## src/actc_params.svh

```systemverilog
// Constants for the actuator control block: register offsets, reset
// values, field positions and timing counts.
// Assumes a 100 MHz core clock; offsets are register indices on the
// register port.
`ifndef ACTC_PARAMS_SVH
`define ACTC_PARAMS_SVH

// Register offsets
`define ACTC_ADDR_DEMAND    16'h9c41
`define ACTC_ADDR_CAL       16'h9c43
`define ACTC_ADDR_LOWCAP    16'h9c44
`define ACTC_ADDR_HIGHCAP   16'h9c45
`define ACTC_ADDR_READING   16'h9c59
`define ACTC_ADDR_SRC       16'h9c62
`define ACTC_ADDR_LOS       16'h9c63
`define ACTC_ADDR_DEADBAND  16'h9c64
`define ACTC_ADDR_CUTOFF    16'h9c65
`define ACTC_ADDR_MODE      16'h9c6b
`define ACTC_ADDR_STATION   16'h9c80
`define ACTC_ADDR_BAUD      16'h9c81
`define ACTC_ADDR_PARITY    16'h9c82
`define ACTC_ADDR_STOP      16'h9c83
`define ACTC_ADDR_STATUS    16'h9c84

// Reset values
`define ACTC_RST_SRC        16'h0001
`define ACTC_RST_LOS        16'h0000
`define ACTC_RST_CUTOFF     16'h0005
`define ACTC_RST_DEADBAND   16'h0002
`define ACTC_RST_MODE       16'h0000
`define ACTC_RST_STATION    16'h0001
`define ACTC_RST_BAUD       16'h2580
`define ACTC_RST_PARITY     16'h0002
`define ACTC_RST_STOP       16'h0001
`define ACTC_RST_LOW_EP     16'h2000
`define ACTC_RST_HIGH_EP    16'he000

// Values and fields
`define ACTC_TRIGGER        16'h0001
`define ACTC_ONOFF_SPLIT    16'h0032
`define ACTC_PCT_FULL       7'h64
`define ACTC_STAT_FAULT     0
`define ACTC_STAT_BUSY      1
`define ACTC_STAT_WINDOW    2

// Timing
`define ACTC_CLK_HZ         100000000
`define ACTC_PU_WINDOW_S    15
`define ACTC_PU_WINDOW_CYC  (`ACTC_PU_WINDOW_S * `ACTC_CLK_HZ)
`define ACTC_STALL_MS       500
`define ACTC_STALL_CYC      (`ACTC_STALL_MS * (`ACTC_CLK_HZ / 1000))

`endif

```

## src/actc_pkg.sv

```systemverilog
// Types shared by the actuator control block.
// Assumes nothing beyond a SystemVerilog compiler.
package actc_pkg;

  typedef enum logic [1:0] {CAL_IDLE, CAL_OPEN, CAL_CLOSE} actc_cal_t;
  typedef enum logic [1:0] {PU_WAIT, PU_ARMED, PU_DONE} actc_pu_t;

  typedef struct packed {
    logic [15:0] demand, src, los, deadband, cutoff, mode;
    logic [15:0] station, baud, parity, stop, low_ep, high_ep, rdata;
    logic        ack, err;
    logic [6:0]  target, stall_ref, dual_last;
    actc_cal_t   cal;
    actc_pu_t    pu;
    logic [31:0] pu_cnt;
    logic        fault, retry, cal_req, busy;
  } actc_state_t;

  typedef struct packed {
    logic [31:0] cnt;
    logic [6:0]  last;
    logic        stalled, stall, open, close;
  } actc_motor_t;

  typedef struct packed {
    logic [6:0] pct;
  } actc_scale_t;

endpackage

```

## src/actc_motion_if.sv

```systemverilog
// Motion request and stall report between control and motor drive.
// Assumes both ends sit on the same core clock.
interface actc_motion_if;
  logic [6:0] target;
  logic       enable;
  logic       retry;
  logic       stall;
  logic       motor_open;
  logic       motor_close;

  modport ctrl  (output target, enable, retry,
                 input  stall, motor_open, motor_close);
  modport drive (input  target, enable, retry,
                 output stall, motor_open, motor_close);
endinterface

```

## src/actc_scale.sv

```systemverilog
// Linear map of the analog reading onto percent travel.
// Assumes the high endpoint lies above the low endpoint.
module actc_scale
  import actc_pkg::*;
(
  // Clock and reset
  input  wire logic        core_clk,
  input  wire logic        reset_n,
  // Reading and endpoints
  input  wire logic [15:0] reading,
  input  wire logic [15:0] low_ep,
  input  wire logic [15:0] high_ep,
  // Result
  output      logic [6:0]  pct
);
  actc_scale_t r_reg;
  actc_scale_t r_next;
  logic [31:0] prod;
  logic [31:0] span;

  always_comb begin
    r_next = r_reg;
    prod   = 32'({16'h0000, reading - low_ep}) * 32'h0000_0064;
    span   = {16'h0000, high_ep - low_ep};
    // Below the low endpoint means closed
    if (reading <= low_ep) begin
      r_next.pct = 7'h00;
    end else if (reading >= high_ep) begin
      r_next.pct = 7'h64;
    end else begin
      r_next.pct = 7'(prod / span);
    end
  end

  always_ff @(posedge core_clk) begin
    if (!reset_n) begin
      r_reg <= '0;
    end else begin
      r_reg <= r_next;
    end
  end

  assign pct = r_reg.pct;
endmodule

```

## src/actc_motor.sv

```systemverilog
// Motor drive toward the target with stall detection.
// Assumes position feedback in percent, 0 closed and 100 open.
`include "actc_params.svh"
module actc_motor
  import actc_pkg::*;
#(
  parameter int unsigned STALL_CYCLES = `ACTC_STALL_CYC
)
(
  // Clock and reset
  input  wire logic       core_clk,
  input  wire logic       reset_n,
  // Feedback
  input  wire logic [6:0] position_pct,
  // Control side
  actc_motion_if.drive    m
);
  actc_motor_t r_reg;
  actc_motor_t r_next;
  logic        mv_open;
  logic        mv_close;

  always_comb begin
    r_next       = r_reg;
    r_next.stall = 1'b0;
    r_next.last  = position_pct;
    if (m.retry) begin
      r_next.stalled = 1'b0;
    end
    mv_open  = m.enable && !r_reg.stalled && (position_pct < m.target);
    mv_close = m.enable && !r_reg.stalled && (position_pct > m.target);
    // No progress while driven for the whole timeout is a stall
    if (!(mv_open || mv_close) || position_pct != r_reg.last) begin
      r_next.cnt = 32'h0;
    end else if (r_reg.cnt >= STALL_CYCLES - 1) begin
      r_next.stalled = 1'b1;
      r_next.stall   = 1'b1;
      r_next.cnt     = 32'h0;
      mv_open        = 1'b0;
      mv_close       = 1'b0;
    end else begin
      r_next.cnt = r_reg.cnt + 32'h1;
    end
    r_next.open  = mv_open;
    r_next.close = mv_close;
  end

  always_ff @(posedge core_clk) begin
    if (!reset_n) begin
      r_reg <= '0;
    end else begin
      r_reg <= r_next;
    end
  end

  assign m.stall       = r_reg.stall;
  assign m.motor_open  = r_reg.open;
  assign m.motor_close = r_reg.close;
endmodule

```

## src/actc_control.sv

```systemverilog
// Control source selection, demand decoding, calibration and stall
// handling for the valve actuator controller.
// Assumes a serial slave outside that turns frames into register
// strobes, and an analog front end giving 0 when no input is seen.
`include "actc_params.svh"

// Overview of operation
// - Source register 0 follows demand register; 1 follows local inputs.
// - On/off unit: demand 0-49 closes fully, 50-100 opens fully.
// - Positioning unit: mode 0 means 1-5 V, mode 1 means 4-20 mA.
// - On/off unit: mode 0 is dual contact, mode 1 single contact.
// - Writing 1 to calibrate runs open, closed, then commanded position.
// - Local calibration sequence only accepted inside power-up window.
// - Dual contact: open contact arms silently, close contact calibrates.
// - Single contact: closing arms silently, opening then calibrates.
// - Analog: full scale arms silently, minimum scale calibrates.
// - Analog target linear, low endpoint closed, high endpoint open.
// - Endpoint capture writes store the present reading as 0% or 100%.
// - Register demand on positioning unit is percent travel, 0 to 100.
// - Open contact opens; dual close contact closes; single open closes.
// - Analog below the low endpoint commands closed.
// - Reading register shows present analog value, 0 with no input.
// - Failure to reach position stops motor and flags stall fault.
// - After stall, retry only when command moves beyond the deadband.
// - Link defaults 9600 baud even parity; master must match.
// - Loss of signal drives to the fail position register, default 0.
// - Low travel cutoff register, default 5 percent, forces closed.
// - Link defaults station 1, one stop bit, changeable by register.
module actc_control
  import actc_pkg::*;
#(
  parameter int unsigned PU_CYCLES    = `ACTC_PU_WINDOW_CYC,
  parameter int unsigned STALL_CYCLES = `ACTC_STALL_CYC
)
(
  // Clock and reset
  input  wire logic        core_clk,
  input  wire logic        reset_n,
  // Register port
  input  wire logic [15:0] reg_addr,
  input  wire logic [15:0] reg_wdata,
  input  wire logic        reg_wr_en,
  input  wire logic        reg_rd_en,
  output      logic [15:0] reg_rdata,
  output      logic        reg_ack,
  output      logic        reg_err,
  // Local inputs
  input  wire logic [15:0] analog_code,
  input  wire logic        open_contact,
  input  wire logic        close_contact,
  input  wire logic        positioning_unit,
  input  wire logic [6:0]  position_pct,
  // Motor and status
  output      logic        motor_open,
  output      logic        motor_close,
  output      logic        stall_fault,
  output      logic        cal_busy,
  // Link settings
  output      logic [7:0]  link_station,
  output      logic [15:0] link_baud,
  output      logic [1:0]  link_parity,
  output      logic [1:0]  link_stop
);

  localparam actc_state_t ST_RST = '{
    src:      `ACTC_RST_SRC,
    los:      `ACTC_RST_LOS,
    deadband: `ACTC_RST_DEADBAND,
    cutoff:   `ACTC_RST_CUTOFF,
    mode:     `ACTC_RST_MODE,
    station:  `ACTC_RST_STATION,
    baud:     `ACTC_RST_BAUD,
    parity:   `ACTC_RST_PARITY,
    stop:     `ACTC_RST_STOP,
    low_ep:   `ACTC_RST_LOW_EP,
    high_ep:  `ACTC_RST_HIGH_EP,
    cal:      CAL_IDLE,
    pu:       PU_WAIT,
    default:  '0
  };

  actc_state_t s;
  actc_state_t s_next;
  actc_motion_if m_if ();

  logic       window;
  logic       hold;
  logic       lost;
  logic       arm;
  logic       fire;
  logic       retry_ok;
  logic [6:0] scaled;
  logic [6:0] loc_pct;
  logic [6:0] reg_pct;
  logic [6:0] dem;
  logic [6:0] dual_pct;

  function automatic logic [6:0] clip_pct(input logic [15:0] v);
    clip_pct = (v > 16'h0064) ? `ACTC_PCT_FULL : v[6:0];
  endfunction

  function automatic logic [6:0] abs_diff(input logic [6:0] a,
                                          input logic [6:0] b);
    abs_diff = (a > b) ? a - b : b - a;
  endfunction

  ////////////////////////////////////////////////////////////////////
  // Submodules

  actc_scale u_scale (
    .core_clk (core_clk),
    .reset_n  (reset_n),
    .reading  (analog_code),
    .low_ep   (s.low_ep),
    .high_ep  (s.high_ep),
    .pct      (scaled)
  );

  actc_motor #(.STALL_CYCLES(STALL_CYCLES)) u_motor (
    .core_clk     (core_clk),
    .reset_n      (reset_n),
    .position_pct (position_pct),
    .m            (m_if)
  );

  ////////////////////////////////////////////////////////////////////
  // Demand decoding

  assign window = s.pu_cnt < PU_CYCLES;
  // Local source holds still until the power-up sequence is settled
  assign hold   = s.src[0] && (s.pu != PU_DONE);
  assign lost   = analog_code == 16'h0000;

  always_comb begin
    // Open contact has priority when both are closed
    if (open_contact) begin
      dual_pct = `ACTC_PCT_FULL;
    end else if (close_contact) begin
      dual_pct = 7'h00;
    end else begin
      dual_pct = s.dual_last;
    end
    if (positioning_unit) begin
      // Range choice only shifts the front end; codes map alike
      loc_pct = lost ? clip_pct(s.los) : scaled;
      reg_pct = clip_pct(s.demand);
    end else begin
      loc_pct = s.mode[0] ? (open_contact ? `ACTC_PCT_FULL : 7'h00)
                          : dual_pct;
      reg_pct = (s.demand >= `ACTC_ONOFF_SPLIT) ? `ACTC_PCT_FULL
                                                : 7'h00;
    end
    dem = s.src[0] ? loc_pct : reg_pct;
    if (positioning_unit && dem < clip_pct(s.cutoff)) begin
      dem = 7'h00;
    end
    retry_ok = abs_diff(dem, s.stall_ref) > clip_pct(s.deadband);
    // Power-up arm and fire conditions per input kind
    if (positioning_unit) begin
      arm  = analog_code >= s.high_ep;
      fire = !lost && analog_code <= s.low_ep;
    end else begin
      arm  = open_contact;
      fire = s.mode[0] ? !open_contact : close_contact;
    end
  end

  ////////////////////////////////////////////////////////////////////
  // Next state

  always_comb begin
    s_next       = s;
    s_next.ack   = 1'b0;
    s_next.err   = 1'b0;
    s_next.retry = 1'b0;
    if (s.cal == CAL_IDLE) s_next.cal_req = 1'b0;
    if (window) begin
      s_next.pu_cnt = s.pu_cnt + 32'h1;
    end
    if (!positioning_unit) begin
      s_next.dual_last = dual_pct;
    end

    // Register writes
    if (reg_wr_en) begin
      s_next.ack = 1'b1;
      case (reg_addr)
        `ACTC_ADDR_DEMAND:   s_next.demand = reg_wdata;
        `ACTC_ADDR_CAL: begin
          if (reg_wdata == `ACTC_TRIGGER) s_next.cal_req = 1'b1;
        end
        `ACTC_ADDR_LOWCAP: begin
          if (reg_wdata == `ACTC_TRIGGER) s_next.low_ep = analog_code;
        end
        `ACTC_ADDR_HIGHCAP: begin
          if (reg_wdata == `ACTC_TRIGGER) s_next.high_ep = analog_code;
        end
        `ACTC_ADDR_SRC:      s_next.src = reg_wdata;
        `ACTC_ADDR_LOS:      s_next.los = reg_wdata;
        `ACTC_ADDR_DEADBAND: s_next.deadband = reg_wdata;
        `ACTC_ADDR_CUTOFF:   s_next.cutoff = reg_wdata;
        `ACTC_ADDR_MODE:     s_next.mode = reg_wdata;
        `ACTC_ADDR_STATION:  s_next.station = reg_wdata;
        `ACTC_ADDR_BAUD:     s_next.baud = reg_wdata;
        `ACTC_ADDR_PARITY:   s_next.parity = reg_wdata;
        `ACTC_ADDR_STOP:     s_next.stop = reg_wdata;
        `ACTC_ADDR_READING, `ACTC_ADDR_STATUS: ;
        default:             s_next.err = 1'b1;
      endcase
    end else if (reg_rd_en) begin
      s_next.ack   = 1'b1;
      s_next.rdata = 16'h0000;
      case (reg_addr)
        `ACTC_ADDR_DEMAND:   s_next.rdata = s.demand;
        `ACTC_ADDR_READING:  s_next.rdata = analog_code;
        `ACTC_ADDR_SRC:      s_next.rdata = s.src;
        `ACTC_ADDR_LOS:      s_next.rdata = s.los;
        `ACTC_ADDR_DEADBAND: s_next.rdata = s.deadband;
        `ACTC_ADDR_CUTOFF:   s_next.rdata = s.cutoff;
        `ACTC_ADDR_MODE:     s_next.rdata = s.mode;
        `ACTC_ADDR_STATION:  s_next.rdata = s.station;
        `ACTC_ADDR_BAUD:     s_next.rdata = s.baud;
        `ACTC_ADDR_PARITY:   s_next.rdata = s.parity;
        `ACTC_ADDR_STOP:     s_next.rdata = s.stop;
        `ACTC_ADDR_STATUS: begin
          s_next.rdata[`ACTC_STAT_FAULT]  = s.fault;
          s_next.rdata[`ACTC_STAT_BUSY]   = s.busy;
          s_next.rdata[`ACTC_STAT_WINDOW] = window;
        end
        // Triggers are write-only and read as zero
        `ACTC_ADDR_CAL, `ACTC_ADDR_LOWCAP, `ACTC_ADDR_HIGHCAP: ;
        default:             s_next.err = 1'b1;
      endcase
    end

    // Power-up local calibration sequence
    case (s.pu)
      PU_WAIT: begin
        if (!window || !s.src[0]) begin
          s_next.pu = PU_DONE;
        end else if (arm) begin
          s_next.pu = PU_ARMED;
        end
      end
      PU_ARMED: begin
        if (!window || !s.src[0]) begin
          s_next.pu = PU_DONE;
        end else if (fire) begin
          s_next.cal_req = 1'b1;
          s_next.pu      = PU_DONE;
        end
      end
      default: ;
    endcase

    // Calibration and target
    case (s.cal)
      CAL_IDLE: begin
        if (s.cal_req) begin
          s_next.cal     = CAL_OPEN;
          s_next.target  = `ACTC_PCT_FULL;
          s_next.retry   = 1'b1;
          s_next.fault   = 1'b0;
        end else if (!hold) begin
          if (!s.fault) begin
            s_next.target = dem;
          end else if (retry_ok) begin
            s_next.fault  = 1'b0;
            s_next.retry  = 1'b1;
            s_next.target = dem;
          end
        end
      end
      CAL_OPEN: begin
        // The end stop counts as reached on a stall too
        if (position_pct >= `ACTC_PCT_FULL || m_if.stall) begin
          s_next.cal    = CAL_CLOSE;
          s_next.target = 7'h00;
          s_next.retry  = 1'b1;
        end
      end
      CAL_CLOSE: begin
        if (position_pct == 7'h00 || m_if.stall) begin
          s_next.cal   = CAL_IDLE;
          s_next.retry = 1'b1;
        end
      end
      default: s_next.cal = CAL_IDLE;
    endcase

    // Stall sets the fault last so it wins over a clear
    if (m_if.stall && s.cal == CAL_IDLE) begin
      s_next.fault     = 1'b1;
      s_next.stall_ref = s.target;
    end
    s_next.busy = s_next.cal != CAL_IDLE;
  end

  always_ff @(posedge core_clk) begin
    if (!reset_n) begin
      s <= ST_RST;
    end else begin
      s <= s_next;
    end
  end

  ////////////////////////////////////////////////////////////////////
  // Outputs

  assign m_if.target  = s.target;
  assign m_if.enable  = !hold;
  assign m_if.retry   = s.retry;
  assign reg_rdata    = s.rdata;
  assign reg_ack      = s.ack;
  assign reg_err      = s.err;
  assign motor_open   = m_if.motor_open;
  assign motor_close  = m_if.motor_close;
  assign stall_fault  = s.fault;
  assign cal_busy     = s.busy;
  assign link_station = s.station[7:0];
  assign link_baud    = s.baud;
  assign link_parity  = s.parity[1:0];
  assign link_stop    = s.stop[1:0];
endmodule

```

## config.mk

```make
export PLATFORM = sky130hd
export DESIGN_NAME = actc_control
export DESIGN_NICKNAME = d
export VERILOG_FILES = /design/src/actc_pkg.sv /design/src/actc_motion_if.sv /design/src/actc_scale.sv /design/src/actc_motor.sv /design/src/actc_control.sv
export VERILOG_INCLUDE_DIRS = /design/src
export SDC_FILE = /design/constraint.sdc
export NUM_CORES = 2
export LEC_CHECK = 0
export BUFFER_PORTS_ARGS = -buffer_cell sky130_fd_sc_hd__buf_2
export CAP_MARGIN = 30
export CORE_MARGIN = 2
export CORE_UTILIZATION = 50
export CTS_CLUSTER_SIZE = 14
export DETAILED_ROUTE_END_ITERATION = 16
export GPL_TIMING_DRIVEN = 0
export PLACE_DENSITY = 0.66
export SETUP_SLACK_MARGIN = 0.4
export SYNTH_ARGS = -nofsm -noshare
export SYNTH_HDL_FRONTEND = slang
export SYNTH_HIERARCHICAL = 1
export SYNTH_SLANG_ARGS = --single-unit
```

## constraint.sdc

```tcl
create_clock -name core_clk -period 159.8 [get_ports core_clk]
set_clock_uncertainty 0.15 [all_clocks]
set_input_delay 31.96 -clock core_clk [delete_from_list [all_inputs] [get_ports core_clk]]
set_output_delay 31.96 -clock core_clk [all_outputs]
set_load 0.01 [all_outputs]
```

* After elaboration in Yosys (flattened, before gate mapping)
Index checks and enable logic that the tools add are counted.
** Word-level totals
- Register bits after elaboration :: 321
- Logic and storage cells :: 195
** Cells by class
- Add/sub/neg operators :: 6
- Multipliers :: 1
- Divide/modulo/power cells :: 1
- Order comparisons :: 15
- Equal/unequal tests :: 27
- Multiplexer cells :: 62
- Bitwise logic cells :: 2
- Reductions and logical operators :: 48
** Operator list (number)
- $eq A16 B16 Y1 const B :: 15
- $mux W7 :: 21
- $pmux W13 S11 :: 1
- $add A32 B1 Y32 const B :: 2
- $gt A16 B7 Y1 const B :: 4
- $pmux W3 S12 :: 1
- $div A23 B16 Y32 :: 1
- $ge A32 B26 Y1 const B :: 1
- $lt A32 B31 Y1 const B :: 1
- $sub A16 B16 Y16 :: 2
- $mux W2 :: 15
- $reduce_and A2 Y1 :: 12
- $gt A7 B7 Y1 :: 3
- $mul A16 B5 Y21 const B :: 1
- $mux W1 :: 20
- $eq A16 B1 Y1 const B :: 1
- $ge A16 B16 Y1 :: 1
- $ge A16 B6 Y1 const B :: 1
- $le A16 B16 Y1 :: 1
- $logic_not A16 Y1 :: 1
- $reduce_or A15 Y1 :: 1
- $lt A7 B7 Y1 :: 2
- $pmux W7 S2 :: 1
- $sub A7 B7 Y7 :: 2
- 22 further kinds :: 51

* Logic depth before layout (Yosys ltp)
- Depth after elaboration :: 17
- Gate-level depth with buffers :: 534
- Depth with buffers taken out :: 490

* Hierarchy
The synthesis kept the hierarchy.
** By module, submodules not included
- actc_scale :: times used 1, cells an instance 3795, area an instance 26616.8 um^2, sequential area each 140.1 um^2
- actc_control :: times used 1, cells an instance 1830, area an instance 13997.2 um^2, sequential area each 5425.2 um^2
- actc_motor :: times used 1, cells an instance 207, area an instance 1995.7 um^2, sequential area each 860.8 um^2

* Least setup slack after synthesis
Ideal clock, no wire load.
- Kind :: input port to flip-flop
- From :: in analog_code[0]
- To :: reg u_scale.r_reg (netlist bit u_scale/pct[0])
- Setup time :: 0.133 ns
- Data arrival time :: 131.123 ns
- Data required time :: 159.517 ns
- Setup slack :: 28.394 ns
- Stages on the path :: 507
- Cells stage by stage :: inv_1 > ha_1 > fa_1 > nor2b_1 > o21ai_0 > nand2b_1 > a21o_1 > a21o_1 > a21o_1 > a21o_1 > a21o_1 > a21o_1 > a21o_1 > a21o_1 > a21o_1 > a21o_1 > xor2_1 > ha_1 > (+471 left out) > buf_2 > nand2_1 > o21ai_1 > ha_1 > a21oi_1 > nor2b_1 > o21ai_0 > nand2b_1 > a21oi_1 > nor2b_1 > o21ai_0 > nand2b_1 > a21oi_1 > o211ai_1 > a211o_1 > or3b_1 > o31ai_1 > o211ai_1
** On the way
- Word-level cells in the longest chain between the ends :: 3
** Ends and longest elaborated chain
- start, declared :: line actc_control.sv:48 : input wire logic [15:0] analog_code,
- $sub A16 B16 Y16 :: line actc_scale.sv:23 : prod = 32'({16'h0000, reading - low_ep}) * 32'h0000_0064;
- $mul A16 B5 Y21 :: line actc_scale.sv:23
- $div A23 B16 Y32 :: line actc_scale.sv:31 : r_next.pct = 7'(prod / span);
- end signal, assigned :: line actc_scale.sv:39 : r_reg <= r_next;
- end, declared :: line actc_scale.sv:16 : actc_scale_t r_reg;
Parallel ways exist; a longest one is shown, timed or not.
A chain may end at the register's enable or synchronous reset.

* Worst setup path in the final report
Ends and elaborated chain as after synthesis.

==> flow_metrics.env <==
export IMPL_min_delay_path_class="flip-flop to flip-flop"
export IMPL_crit_path_max_incr_delay_ns=0.81
export IMPL_cts_num_sinks=321
export IMPL_post_synth_top_area_fraction=0.164
export IMPL_detail_route_wl_per_cell_um=19.0
export IMPL_worst_slew_pin_transition_ns=1.07
export IMPL_synth_enable_flop_cells=0
export IMPL_worstSkewPairLatency_ns=0.62
export IMPL_relSlewSlack=0.268
export IMPL_post_synth_top_count_cell="nand2_1"
export IMPL_cp_max_fo=10
export IMPL_achievable_frequency_ghz=0.00668
export IMPL_post_route_cells_drive_above_1_share=0.0898
export IMPL_grt_start_max_net_pins=31
export IMPL_post_place_ws_ns=7.45
export IMPL_clock_tree_buffer_depth=3
export IMPL_detail_route_iter0_violations=3481
export IMPL_synth_area_um2=42600
export IMPL_synth_area_leaders="ha_1, dfxtp_1, nand2_1, a21oi_1, o21a_1"
export IMPL_ys_seq_area_frac=0.151
export IMPL_setup_violations=0
export IMPL_synth_flop_cell="dfxtp_1"
export IMPL_cts_hold_buffers=0
export IMPL_maxCapViolCount=0
export IMPL_design_core_area_um2=84700
export IMPL_syn2layout_area_growth_pct=8.15
export IMPL_fin_setup_tns_ns=0
export IMPL_fin_nets=6639
export IMPL_report_final_hold_viol_count=0
export IMPL_crit_arrival_ns=149.97
export IMPL_numPortBuffers=109
export IMPL_worst_slack_ns=10.13
export IMPL_initial_util=0.503
export IMPL_timing_critical_path_to_type="flip-flop"
export IMPL_gr_usage_all_layers=0.300
export IMPL_detail_route_vias_per_cell=6.14
export IMPL_most_common_cell_type_on_the_critical_path="o21a_1"
export IMPL_rsz0062_at_grt="false"
export IMPL_chipHeight_um=296
export IMPL_critPathSlowestCell="a221oi_1"
export IMPL_clk_pin_slew_ns=0.06
export IMPL_result_of_the_run="finished, final reports clean"
export IMPL_post_cts_buffers=0
export IMPL_global_route_overflow_total=0
export IMPL_synth_cell_types=129
export IMPL_drtPass1Iterations=6
export IMPL_hpwl_um=109000
export IMPL_postSynthCellCount=5832
export IMPL_path_class="primary input to flip-flop"
export IMPL_cts_tree="built"
export IMPL_synthArstFlopShare=0
export IMPL_h_tree_depth=1
export IMPL_final_max_slew_violation_count=0
export IMPL_critical_path_startpoint_type="primary input"
export IMPL_critical_path_required_ns=160.10
export IMPL_cts_repair_resize_count=0
export IMPL_yosysWarnings=6
export IMPL_number_of_nets_with_antenna_violations_after_routing=0
export IMPL_grt_antenna_before_repair=2
export IMPL_detailroute_via_count=44000
export IMPL_dieArea_um2=87600
export IMPL_vias_in_the_first_global_route=40600
export IMPL_die_w_um=296
export IMPL_rows=107
export IMPL_grt_pass1_wl_um=215000
export IMPL_final_period_minus_worst_setup_slack_ns=149.67
export IMPL_syn_avg_cell_area_um2=7.31
export IMPL_numCtsBuffers=30
export IMPL_drc_errors=0
export IMPL_post_synth_top_area_cell="ha_1"
export IMPL_gpl_final_weighted_congestion=0.967
export IMPL_clockRootBuffer="clkbuf_16"
export IMPL_largest_register_ffs=215
export IMPL_top_level_ports=112
export IMPL_routed_wirelength_um=136000
export IMPL_synth_seq_cells=321
export IMPL_fin_crit_sh=0.937
export IMPL_netlist_top_cells_count="nand2_1, ha_1, a21oi_1, nor2_1, dfxtp_1"
critical path: cells and delay by family:
kind / cells / cell delay (ns)
AO/OA/AOI/OAI: 291 / 61.71
XOR/XNOR: 2 / 0.75
adder cells (fa/ha/maj): 37 / 11.27
buffers and inverters: 60 / 17.93
multiplexers: 8 / 3.03
AND/OR/NAND/NOR: 111 / 23.06
cells in the final DEF, fill, tap and decap left out, types with 46 or more instances in the layout:
master    synthesis  layout
nand2_1         831     830
ha_1            559     558
a21oi_1         474     473
nor2_1          465     464
dfxtp_1         321     321
nor3_1          283     279
o21a_1          244     244
o21ai_0         240     239
inv_1           237     232
buf_2            39     153
clkbuf_1        141     140
nand3_1         140     140
xnor2_1         137     136
o31ai_1         124     124
xor2_1          114     113
a21o_1          107     107
mux2_2           99      99
nand4_1          78      78
or3_1            74      74
nor2b_1          65      65
and2_1           63      63
nand2b_1         62      62
buf_4            49      54
mux2i_1          48      48
and3_1           48      48
nor4_1           47      46
o211ai_1         46      46
cell families after synthesis:
family / synth area share
and+or+nand+nor: 0.271
buffers and inverters: 0.0481
adders and majority gates: 0.171
xor gates and xnor gates: 0.0520
AOI/OAI and AO/OA: 0.269
other: 0.000176
DFF: 0.151
muxes: 0.0381
per-layer routing:
| metal | track usage | part of all wire | vias to the layer above |
|---|---|---|---|
| met5 | 0 | 0 | - |
| li1 | - | - | 21800 |
| met2 | 0.518 | 0.46 | 1441 |
| met4 | 0.119 | 0.044 | 0 |
| met1 | 0.384 | 0.43 | 20400 |
| met3 | 0.0271 | 0.061 | 308 |
per-stage QoR:
step | hold slack (ns) | instance area, um2 | instances | util
after floorplan | 0.238 | 42600 | 5840 | -
after global placement | 0.256 | 44600 | 7093 | 0.526
after detailed placement | 0.262 | 45000 | 7116 | 0.531
after CTS | 0.271 | 46000 | 7167 | 0.543
after global routing | 0.286 | 46100 | 7167 | 0.544
final | 0.266 | 46100 | 7168 | 0.544
final timing paths:
path	start	end	slack, ns	depth (start not counted)
worst max register to register	s[95]$_SDFFE_PN0P_	u_scale/pct[0]$_SDFF_PP0_	41.37	507
worst min-delay path	m_if.retry$_SDFF_PN0_	u_motor/r_reg[3]$_SDFF_PN0_	0.27	1
worst min register to register	m_if.retry$_SDFF_PN0_	u_motor/r_reg[3]$_SDFF_PN0_	0.27	1
worst max-delay path	analog_code[0]	u_scale/pct[0]$_SDFF_PP0_	10.13	509
cell type report:
type / count / area (um2)
Antenna cell: 1 / 2.50
Buffer: 241 / 1160
Clock buffer: 43 / 870
Clock inverter: 8 / 95.1
Fill cell: 8420 / 38700
Inverter: 239 / 897
Multi-Input combinational cell: 5039 / 34300
Sequential cell: 321 / 6430
Tap cell: 1144 / 1430
Timing Repair Buffer: 132 / 906
Power is not shown: default switching activity piles up to over one toggle a cycle in this logic, so the estimate is an artifact.
